File: src/core/irq_route_pkg.sv
/*
  Constants for the interrupt request routing block.
  Assumes a single 125 MHz core clock and synchronous active-high reset.
*/
package irq_route_pkg;
  localparam int NUM_LINES = 10;
  localparam int SRC_W = 3;
  // Line positions in the request vector: 3,4,5,6,7,9,10,11,12,15
  localparam int LINE_THREE = 0;
  localparam int LINE_FOUR = 1;
  localparam int LINE_FIVE = 2;
  localparam int LINE_SIX = 3;
  localparam int LINE_SEVEN = 4;
  localparam int LINE_TWELVE = 8;
  // Source codes for a plug-and-play line
  typedef enum logic [SRC_W-1:0] {
    SRC_NONE,
    SRC_SERIAL_ONE,
    SRC_SERIAL_TWO,
    SRC_PARALLEL,
    SRC_FLOPPY,
    SRC_SIRQ_ONE,
    SRC_SIRQ_TWO,
    SRC_SIRQ_THREE
  } src_sel_e;
  localparam logic [1:0] SER_ALL_OFF = 2'h0;
  localparam int SER_IDX_ONE = 0;
  localparam int SER_IDX_TWO = 1;
endpackage

File: src/core/set_ready_change.sv
/*
  Per-channel change detector for the data-set-ready input of a serial channel.
  Assumes the input is synchronous to the core clock; read_ack clears the flag.
*/
`timescale 1ns/10ps
module set_ready_change (
  input wire logic clk,
  input wire logic rst,
  input wire logic ce,
  input wire logic set_ready_n,
  input wire logic read_ack,
  output logic change_flag
);
  logic last_r;
  logic last_nxt;
  logic flag_r;
  logic flag_nxt;

  always_comb begin
    last_nxt = set_ready_n;
    // A change in the clearing cycle still sets the flag
    flag_nxt = (flag_r & ~read_ack) | (set_ready_n ^ last_r);
  end

  always_ff @(posedge clk) begin
    if (rst) begin
      last_r <= 1'b1;
      flag_r <= 1'b0;
    end else if (ce) begin
      last_r <= last_nxt;
      flag_r <= flag_nxt;
    end
  end

  assign change_flag = flag_r;
endmodule

File: src/core/multi_io_irq_routing.sv
/*
  Interrupt request routing for a multi-function I/O controller.
  Assumes synchronous inputs, and that the host clears causes via its service routine.
*/
// Operation
// RULE1 - Plug-and-play pins push-pull or open-drain
// RULE2 - Plug-and-play pin driven by selected source
// RULE3 - Line twelve shares pin; five shares rate
// RULE4 - Legacy three/four carry COM port interrupts
// RULE5 - Serial requests high, low after service
// RULE6 - Lines five, seven follow acknowledge when enabled
// RULE7 - Five/seven bidirectional only in extended mode
// RULE8 - Line six high on floppy completion
// RULE9 - Line six high when non-DMA byte ready
// RULE10 - Set-ready change raises modem status request
// RULE11 - Unassigned plug-and-play pin left undriven
`timescale 1ns/10ps
module multi_io_irq_routing
  import irq_route_pkg::*;
#(
  parameter int LINES = irq_route_pkg::NUM_LINES
) (
  input wire logic CORE_CLK_IN,
  input wire logic RST_IN,
  input wire logic CLK_EN_IN,
  input wire logic PNP_MODE_IN,
  input wire logic [LINES*irq_route_pkg::SRC_W-1:0] LINE_SRC_SEL_IN,
  input wire logic [LINES-1:0] LINE_OPEN_DRAIN_IN,
  input wire logic [LINES-1:0] LINE_PIN_IN,
  input wire logic [1:0] SERIAL_IRQ_IN,
  input wire logic [1:0] SERIAL_IS_COM24_IN,
  input wire logic [1:0] SERIAL_SVC_DONE_IN,
  input wire logic [1:0] MODEM_IRQ_EN_IN,
  input wire logic [1:0] SET_READY_N_IN,
  input wire logic [1:0] MODEM_STATUS_READ_IN,
  input wire logic PAR_IRQ_EN_IN,
  input wire logic PAR_ACK_N_IN,
  input wire logic EXT_PAR_MODE_IN,
  input wire logic LINE_FIVE_CFG_IN,
  input wire logic LINE_SEVEN_CFG_IN,
  input wire logic FLOPPY_DONE_IN,
  input wire logic FLOPPY_BYTE_READY_IN,
  input wire logic FLOPPY_NON_DMA_IN,
  input wire logic FLOPPY_SVC_DONE_IN,
  input wire logic SERIAL_IRQ_INPUT_ONE_IN,
  input wire logic SERIAL_IRQ_INPUT_TWO_IN,
  input wire logic SERIAL_IRQ_INPUT_THREE_IN,
  input wire logic ALT_RATE_SEL_IN,
  input wire logic ALT_RATE_VAL_IN,
  input wire logic SHARED_TWELVE_AS_LINE_IN,
  output logic [LINES-1:0] LINE_OUT,
  output logic [LINES-1:0] LINE_OE_OUT,
  output logic SET_READY_IN_TWO_OUT,
  output logic INFRARED_RECEIVE_TWO_OUT,
  output logic [1:0] SET_READY_CHANGE_FLAG_OUT,
  output logic [1:0] SERIAL_REQ_OUT
);
  import irq_route_pkg::*;

  logic [1:0] ser_req_r;
  logic [1:0] ser_req_nxt;
  logic floppy_req_r;
  logic floppy_req_nxt;
  logic [LINES-1:0] line_r;
  logic [LINES-1:0] line_nxt;
  logic [LINES-1:0] oe_r;
  logic [LINES-1:0] oe_nxt;
  logic [1:0] dsr_flag;

  genvar g;
  generate
    for (g = 0; g < 2; g++) begin : g_dsr
      set_ready_change u_chg (
        .clk(CORE_CLK_IN),
        .rst(RST_IN),
        .ce(CLK_EN_IN),
        .set_ready_n(SET_READY_N_IN[g]),
        .read_ack(MODEM_STATUS_READ_IN[g]),
        .change_flag(dsr_flag[g])
      );
    end
  endgenerate

  function automatic logic src_level(input logic [SRC_W-1:0] sel, input logic [1:0] ser,
                                     input logic par, input logic fdc, input logic [2:0] sirq);
    unique case (src_sel_e'(sel))
      SRC_NONE: src_level = 1'b0;
      SRC_SERIAL_ONE: src_level = ser[SER_IDX_ONE];
      SRC_SERIAL_TWO: src_level = ser[SER_IDX_TWO];
      SRC_PARALLEL: src_level = par;
      SRC_FLOPPY: src_level = fdc;
      SRC_SIRQ_ONE: src_level = sirq[0];
      SRC_SIRQ_TWO: src_level = sirq[1];
      SRC_SIRQ_THREE: src_level = sirq[2];
    endcase
  endfunction

  // Serial and floppy request latches
  always_comb begin
    ser_req_nxt = ser_req_r;
    for (int i = 0; i < 2; i++) begin
      // Set wins over service clear so a late event is not lost
      if (SERIAL_SVC_DONE_IN[i]) begin
        ser_req_nxt[i] = 1'b0; // RULE5
      end
      if (SERIAL_IRQ_IN[i] | (dsr_flag[i] & MODEM_IRQ_EN_IN[i])) begin
        ser_req_nxt[i] = 1'b1; // RULE10
      end
    end
    floppy_req_nxt = floppy_req_r;
    if (FLOPPY_SVC_DONE_IN) begin
      floppy_req_nxt = 1'b0;
    end
    if (FLOPPY_DONE_IN | (FLOPPY_NON_DMA_IN & FLOPPY_BYTE_READY_IN)) begin
      floppy_req_nxt = 1'b1; // RULE8 RULE9
    end
  end

  always_ff @(posedge CORE_CLK_IN) begin
    if (RST_IN) begin
      ser_req_r <= SER_ALL_OFF;
      floppy_req_r <= 1'b0;
    end else if (CLK_EN_IN) begin
      ser_req_r <= ser_req_nxt;
      floppy_req_r <= floppy_req_nxt;
    end
  end

  // Pin drive
  always_comb begin
    logic [2:0] sirq;
    logic [SRC_W-1:0] sel;
    logic [1:0] ser_en;
    sirq = {SERIAL_IRQ_INPUT_THREE_IN, SERIAL_IRQ_INPUT_TWO_IN, SERIAL_IRQ_INPUT_ONE_IN};
    sel = '0;
    ser_en = 2'h0;
    line_nxt = '0;
    oe_nxt = '0;
    if (PNP_MODE_IN) begin
      for (int i = 0; i < LINES; i++) begin
        sel = LINE_SRC_SEL_IN[i*SRC_W +: SRC_W];
        if (sel != SRC_NONE) begin
          line_nxt[i] = src_level(sel, ser_req_r, ~PAR_ACK_N_IN, floppy_req_r, sirq); // RULE2
          // Open drain only pulls low; a high request releases the line
          oe_nxt[i] = LINE_OPEN_DRAIN_IN[i] ? ~line_nxt[i] : 1'b1; // RULE1
          if (LINE_OPEN_DRAIN_IN[i]) begin
            line_nxt[i] = 1'b0;
          end
        end // RULE11
      end
      if (ALT_RATE_SEL_IN) begin
        line_nxt[LINE_FIVE] = ALT_RATE_VAL_IN; // RULE3
        oe_nxt[LINE_FIVE] = 1'b1;
      end
      if (!SHARED_TWELVE_AS_LINE_IN) begin
        line_nxt[LINE_TWELVE] = 1'b0; // RULE3
        oe_nxt[LINE_TWELVE] = 1'b0;
      end
    end else begin
      for (int i = 0; i < 2; i++) begin
        ser_en[i] = ser_req_r[i];
      end
      line_nxt[LINE_THREE] = |(ser_en & SERIAL_IS_COM24_IN); // RULE4 RULE5
      line_nxt[LINE_FOUR] = |(ser_en & ~SERIAL_IS_COM24_IN); // RULE4
      oe_nxt[LINE_THREE] = 1'b1;
      oe_nxt[LINE_FOUR] = 1'b1;
      line_nxt[LINE_SIX] = floppy_req_r; // RULE8 RULE9
      oe_nxt[LINE_SIX] = 1'b1;
      if (PAR_IRQ_EN_IN) begin
        // Acknowledge is low-true; the line is high-true
        line_nxt[LINE_FIVE] = ~PAR_ACK_N_IN; // RULE6
        line_nxt[LINE_SEVEN] = ~PAR_ACK_N_IN; // RULE6
        // In extended mode a configured line is released as an input
        oe_nxt[LINE_FIVE] = ~(EXT_PAR_MODE_IN & LINE_FIVE_CFG_IN); // RULE7
        oe_nxt[LINE_SEVEN] = ~(EXT_PAR_MODE_IN & LINE_SEVEN_CFG_IN); // RULE7
      end
    end
  end

  always_ff @(posedge CORE_CLK_IN) begin
    if (RST_IN) begin
      line_r <= '0;
      oe_r <= '0;
    end else if (CLK_EN_IN) begin
      line_r <= line_nxt;
      oe_r <= oe_nxt;
    end
  end

  assign LINE_OUT = line_r;
  assign LINE_OE_OUT = oe_r;
  // Shared pin input functions seen when line twelve is not driving
  assign SET_READY_IN_TWO_OUT = LINE_PIN_IN[LINE_TWELVE];
  assign INFRARED_RECEIVE_TWO_OUT = LINE_PIN_IN[LINE_TWELVE];
  assign SET_READY_CHANGE_FLAG_OUT = dsr_flag;
  assign SERIAL_REQ_OUT = ser_req_r;

  AST_LEGACY_FLOPPY: assert property (@(posedge CORE_CLK_IN) disable iff (RST_IN) // RULE8
    CLK_EN_IN && !PNP_MODE_IN && floppy_req_r |=> LINE_OUT[LINE_SIX] && LINE_OE_OUT[LINE_SIX])
    else $error("Line six not high after floppy request");
  AST_BYTE_READY: assert property (@(posedge CORE_CLK_IN) disable iff (RST_IN) // RULE9
    CLK_EN_IN && FLOPPY_NON_DMA_IN && FLOPPY_BYTE_READY_IN |=> floppy_req_r)
    else $error("Byte ready did not raise floppy request");
  AST_PAR_OFF: assert property (@(posedge CORE_CLK_IN) disable iff (RST_IN) // RULE6
    CLK_EN_IN && !PNP_MODE_IN && !PAR_IRQ_EN_IN |=> !LINE_OE_OUT[LINE_FIVE] && !LINE_OE_OUT[LINE_SEVEN])
    else $error("Parallel lines driven while disabled");
  AST_PAR_FOLLOW: assert property (@(posedge CORE_CLK_IN) disable iff (RST_IN) // RULE6
    CLK_EN_IN && !PNP_MODE_IN && PAR_IRQ_EN_IN |=> LINE_OUT[LINE_SEVEN] == !$past(PAR_ACK_N_IN))
    else $error("Line seven does not follow acknowledge");
  AST_PAR_BIDIR: assert property (@(posedge CORE_CLK_IN) disable iff (RST_IN) // RULE7
    CLK_EN_IN && !PNP_MODE_IN && PAR_IRQ_EN_IN && !EXT_PAR_MODE_IN |=> LINE_OE_OUT[LINE_FIVE])
    else $error("Line five released outside extended mode");
  AST_COM24: assert property (@(posedge CORE_CLK_IN) disable iff (RST_IN) // RULE4
    CLK_EN_IN && !PNP_MODE_IN && ser_req_r[0] && SERIAL_IS_COM24_IN[0] |=> LINE_OUT[LINE_THREE])
    else $error("Line three missing serial request");
  AST_SVC_CLEAR: assert property (@(posedge CORE_CLK_IN) disable iff (RST_IN) // RULE5
    CLK_EN_IN && SERIAL_SVC_DONE_IN[0] && !SERIAL_IRQ_IN[0] && !dsr_flag[0] |=> !ser_req_r[0])
    else $error("Serial request not cleared after service");
  AST_MODEM: assert property (@(posedge CORE_CLK_IN) disable iff (RST_IN) // RULE10
    CLK_EN_IN && dsr_flag[1] && MODEM_IRQ_EN_IN[1] |=> ser_req_r[1])
    else $error("Set-ready change did not raise request");
  AST_UNASSIGNED: assert property (@(posedge CORE_CLK_IN) disable iff (RST_IN) // RULE11
    CLK_EN_IN && PNP_MODE_IN && LINE_SRC_SEL_IN[SRC_W*LINE_SEVEN +: SRC_W] == SRC_NONE
    |=> !LINE_OE_OUT[LINE_SEVEN])
    else $error("Unassigned line driven");
  AST_OPEN_DRAIN: assert property (@(posedge CORE_CLK_IN) disable iff (RST_IN) // RULE1
    LINE_OE_OUT[LINE_FOUR] && PNP_MODE_IN && $past(PNP_MODE_IN) && $past(CLK_EN_IN)
    && $past(LINE_OPEN_DRAIN_IN[LINE_FOUR]) |-> !LINE_OUT[LINE_FOUR])
    else $error("Open drain line driven high");
endmodule

File: config.mk
export PLATFORM = sky130hd
export DESIGN_NAME = multi_io_irq_routing
export DESIGN_NICKNAME = d
export VERILOG_FILES = /design/src/core/irq_route_pkg.sv /design/src/core/set_ready_change.sv /design/src/core/multi_io_irq_routing.sv
export SDC_FILE = /design/constraint.sdc
export NUM_CORES = 1
export LEC_CHECK = 0
export BUFFER_PORTS_ARGS = -buffer_cell sky130_fd_sc_hd__buf_2
export CAP_MARGIN = 20
export CORE_MARGIN = 4
export CORE_UTILIZATION = 50
export CTS_BUF_LIST = sky130_fd_sc_hd__clkbuf_4 sky130_fd_sc_hd__clkbuf_8
export CTS_CLUSTER_DIAMETER = 30
export CTS_CLUSTER_SIZE = 8
export DETAILED_ROUTE_END_ITERATION = 16
export PLACE_DENSITY = 0.94
export SETUP_SLACK_MARGIN = 0.4
export SLEW_MARGIN = 10
export SYNTH_ARGS = -nofsm -noshare
export SYNTH_HDL_FRONTEND = slang
export SYNTH_HIERARCHICAL = 1
export SYNTH_SLANG_ARGS = --single-unit
File: constraint.sdc
create_clock -name CORE_CLK_IN -period 3.3 [get_ports CORE_CLK_IN]
set_clock_uncertainty 0.1 [all_clocks]
set_input_delay 0.99 -clock CORE_CLK_IN [delete_from_list [all_inputs] [get_ports CORE_CLK_IN]]
set_output_delay 0.99 -clock CORE_CLK_IN [all_outputs]
set_load 0.005 [all_outputs]
# == After elaboration in Yosys (flattened, before gate mapping) ==
# Cells that the tools add are included.
# op_classes
addsub,0
shifts,0
n_lt_le_gt_ge,0
mux,87
n_bitwise,32
reduce_logical,28
multipliers,0
n_eq_ne,70
div,0
# op_table
operator,n
$eq A3 B3 Y1 const B,40
$pmux W1 S8,10
$mux W1,73
$eq A3 B2 Y1 const B,20
$eq A3 B1 Y1 const B,10
$logic_not A3 Y1,10
$reduce_bool A3 Y1,10
$mux W5,4
$not A1 Y1,15
$and A1 B1 Y1,7
$reduce_and A2 Y1,3
$reduce_bool A2 Y1,3
$or A1 B1 Y1,5
$and A2 B2 Y2,2
$reduce_or A2 Y1,2
$not A2 Y2,1
$xor A1 B1 Y1,2
# word_totals
ramBits,0
latch_bits,0
n_memories,0
register_bits,27
romBits,0

# == Logic depth before layout (Yosys ltp) ==
# depth
depth_word,9
ltp_mapped,6
ltp_nobuf,4

# == By module ==
# Netlist, hierarchy kept.
# by_module_without_submodules
mod,instances,cells_each,area_each_um2
multi_io_irq_routing,1,209,1823.0
set_ready_change,2,8,86.3

# == Least setup slack after synthesis ==
# Ideal clock, no wire load.
# synth_path
path_kind,input to output
from,in LINE_PIN_IN[8]
to,out INFRARED_RECEIVE_TWO_OUT
n_path_buf,1
t_arrival_ns,1.101
slack_ns,1.109
required_ns,2.210
path_stages,1
path_cell_list,buf_4
# synth_lines
element,line_no,text
start: declaration,multi_io_irq_routing.sv:29,"input wire logic [LINES-1:0] LINE_PIN_IN,"
end: declaration,multi_io_irq_routing.sv:54,"output logic INFRARED_RECEIVE_TWO_OUT,"
# No word-level cell between the ends.

==> reports/qor.csv <==
metric;value;unit
vias per cell;5.91;
Max Root-Sink Buffers;2;
Post-Place Setup Slack;0.731;ns
drt pass-1 iters;4;
endpoints failing setup;0;
RSZ-0062 raised after global routing;false;
CTS Root Cell;clkbuf_8;
vias;2110;
Worst Setup Start Kind;primary input;
Die Y;71.2;um
CTS Hold Bufs;0;
hold path depth;2;
Die W;71.2;um
Post-synth EDFFs;0;
Wirelength per Cell;15.6;um
MaxCap Viol Count;0;
setup TNS;0;ns
Worst Hold Class;reg2reg;
P per Cell Area;314;mW/mm2
post-CTS setup buffers;0;
post-cts resize count;0;
FMAX;0.439;GHz
Synth Cell Area;0.00200;mm2
layout cells sized above 1;38.2;%
Unique masters post-synth;45;
Post-Layout Cell Count;357;
WP data arrival;2.41;ns
#FFs+latches synth;27;
Clk pin slew, worst setup/hold paths;0.10;ns
final worst path period share;69.1;%
Fill cells;320;
Tmin final;2.28;ns
Routed WL;5570;um
Top FF cell, synth;dfxtp_1;
Num Clock Sinks;27;
H-tree Lvls;1;
Pins Over Slew Limit;0;
mean area per synthesized cell;8.87;um2
CTS tree;done;
I/O pin count;107;
Crit. End Element;register;
Detail Route Antenna Nets;0;
CTS Buf Count;3;
multi-input logic area;0.00137;mm2
CP Class;in2reg;
Layout area overhead;25.4;%
Syn Inst Count;225;
Tightest Pin Transition;0.597;ns
Sequential Area;541;um2
gr ovfl total;0;
crit path max fanout;26;
final net count;391;
outcome;completed;
global placement routability congestion;0.763;
LEAKAGE;1.20;nW
n_diodes;0;
final worst slack;1.02;ns
starting density of the core;52.9;%
Fin Hold WS;0.385;ns
# port buffers;94;
placed cells;353;
DRC viols;0;
VDD IR max;150;uV
Final Hold Fails;0;
first-pass GRT wire length;9110;um
die area;0.00507;mm2
Rel. slew slack;60.2;%
Post-synth ARST share;0;%
area of the core region;0.00377;mm2
yosys warns;6;
total track usage;21.9;%
Post-Syn Nets;306;
vias in the first global route;1978;
CP Data Required Time;3.43;ns
R2R cell count;3;
worst-skew pair later-pin latency;0.28;ns
antenna violations before repair;0;
largest net degree at the start of global routing;36;
Iteration-0 DRC Markers;84;
Seq/Total Area, Yosys;27.1;%
row cnt;22;
Post-DP HPWL;4100;um
## cells by family after synthesis
| kind of cell | Yosys count | synth area share (%) |
|---|---|---|
| flip-flops | 27 | 27.1 |
| AO/OA/AOI/OAI | 78 | 28.0 |
| AND/OR/NAND/NOR | 84 | 23.3 |
| XOR/XNOR | 2 | 0.878 |
| buffers and inverters | 17 | 4.26 |
| multiplexers | 17 | 16.5 |
## placed cells by master (no fill, tap or decap), types with 3 or more instances in the layout
cell      count
buf_2        94
dfxtp_1      27
nand2_1      21
nor2_1       16
a21oi_1      12
o21a_1       11
nand2b_1     10
a31oi_1       9
a21o_1        8
o41ai_1       8
or2_2         7
and3b_1       7
mux4_1        7
o31ai_1       5
and2_1        4
mux2_2        4
o21ai_0       4
or3b_2        4
o21bai_1      4
nor3b_1       4
a22oi_1       4
mux4_2        3
nor2b_1       3
a211o_1       3
clkbuf_8      3
## worst max-delay path, cell delays in order
cell	delay, ns
buf_2	0.39
and2_1	0.48
o311ai_0	0.24
a21oi_1	0.18
o21a_1	0.13
## cell usage after synthesis, types with 2 or more instances
cell type	n	area, um2
clkbuf_1	7	26.3
or2_2	7	43.8
o21ai_0	4	20.0
a21oi_1	12	60.1
buf_4	2	15.0
xnor2_1	2	17.5
or3b_2	4	35.0
a21o_1	8	60.1
nand2_1	21	78.8
a211o_1	3	26.3
o21bai_1	4	30.0
and3b_1	7	61.3
dfxtp_1	27	541
mux4_2	3	67.6
o31ai_1	5	37.5
inv_1	2	7.51
mux2_2	4	45.0
nor2_1	16	60.1
a31oi_1	9	56.3
o21a_1	11	82.6
nor2b_1	3	18.8
mux4_1	7	184
o22ai_1	2	12.5
mux2_1	2	22.5
buf_2	5	25.0
o41ai_1	8	70.1
nor3b_1	4	30.0
nand3_1	2	10.0
a22oi_1	4	30.0
a21bo_1	2	20.0
nand2b_1	10	62.6
o32ai_1	2	17.5
and2_1	4	25.0
## routing by layer
| metal | vias to the layer above | share of wire, % | global-route usage [%] |
|---|---|---|---|
| met4 | 0 | 1.0 | 6.05 |
| met2 | 78 | 50 | 37.9 |
| met1 | 998 | 42 | 28.1 |
| met3 | 6 | 6.7 | 3.27 |
| li1 | 1028 | - | - |
| met5 | - | 0 | 0 |
## per-stage QoR
| step | power [mW] | util [%] | cell area, um2 |
|---|---|---|---|
| 3_3_place_gp | 0.591 | 65.1 | 2460 |
| 4_1_cts | 0.791 | 66.4 | 2500 |
| 6_report | 0.785 | 66.4 | 2500 |
| 5_1_grt | 0.835 | 66.4 | 2500 |
| 3_5_place_dp | 0.599 | 65.1 | 2460 |
| 2_1_floorplan | 0.499 | - | 2000 |
## flip-flops by register name (all words and copies together) (netlist names)
signal	flops
LINE_OE_OUT	10
LINE_OUT	10
SERIAL_REQ_OUT	2
floppy_req_r	1
g_dsr.u_chg/change_flag	2
g_dsr.u_chg/last_r	2
## path summary, 6_finish.rpt
check | startpoint | endpoint | slack [ns]
setup reg to reg | floppy_req_r | LINE_OUT[4] | 1.66
setup / recovery | CLK_EN_IN | LINE_OE_OUT[8] | 1.02
hold / removal | LINE_OUT[8] | LINE_OUT[8] | 0.39
hold reg to reg | LINE_OUT[8] | LINE_OUT[8] | 0.39
## where the power goes
group	switching (mW)	internal (mW)	leakage (nW)
Clock	0.109	0.0848	0.0255
Sequential	0.0182	0.347	0.223
Combinational	0.107	0.119	0.949
## final cells by class
class / count / share of cell area (%)
multi-input cells: 181 / 54.7
well taps: 48 / 2.40
inverters: 2 / 0.300
repair buffers: 95 / 19.1
clock buffers: 3 / 1.65
flip-flops and latches: 27 / 21.6
clock inverters: 1 / 0.200
Note: power is estimated with default switching activity, not from simulation.
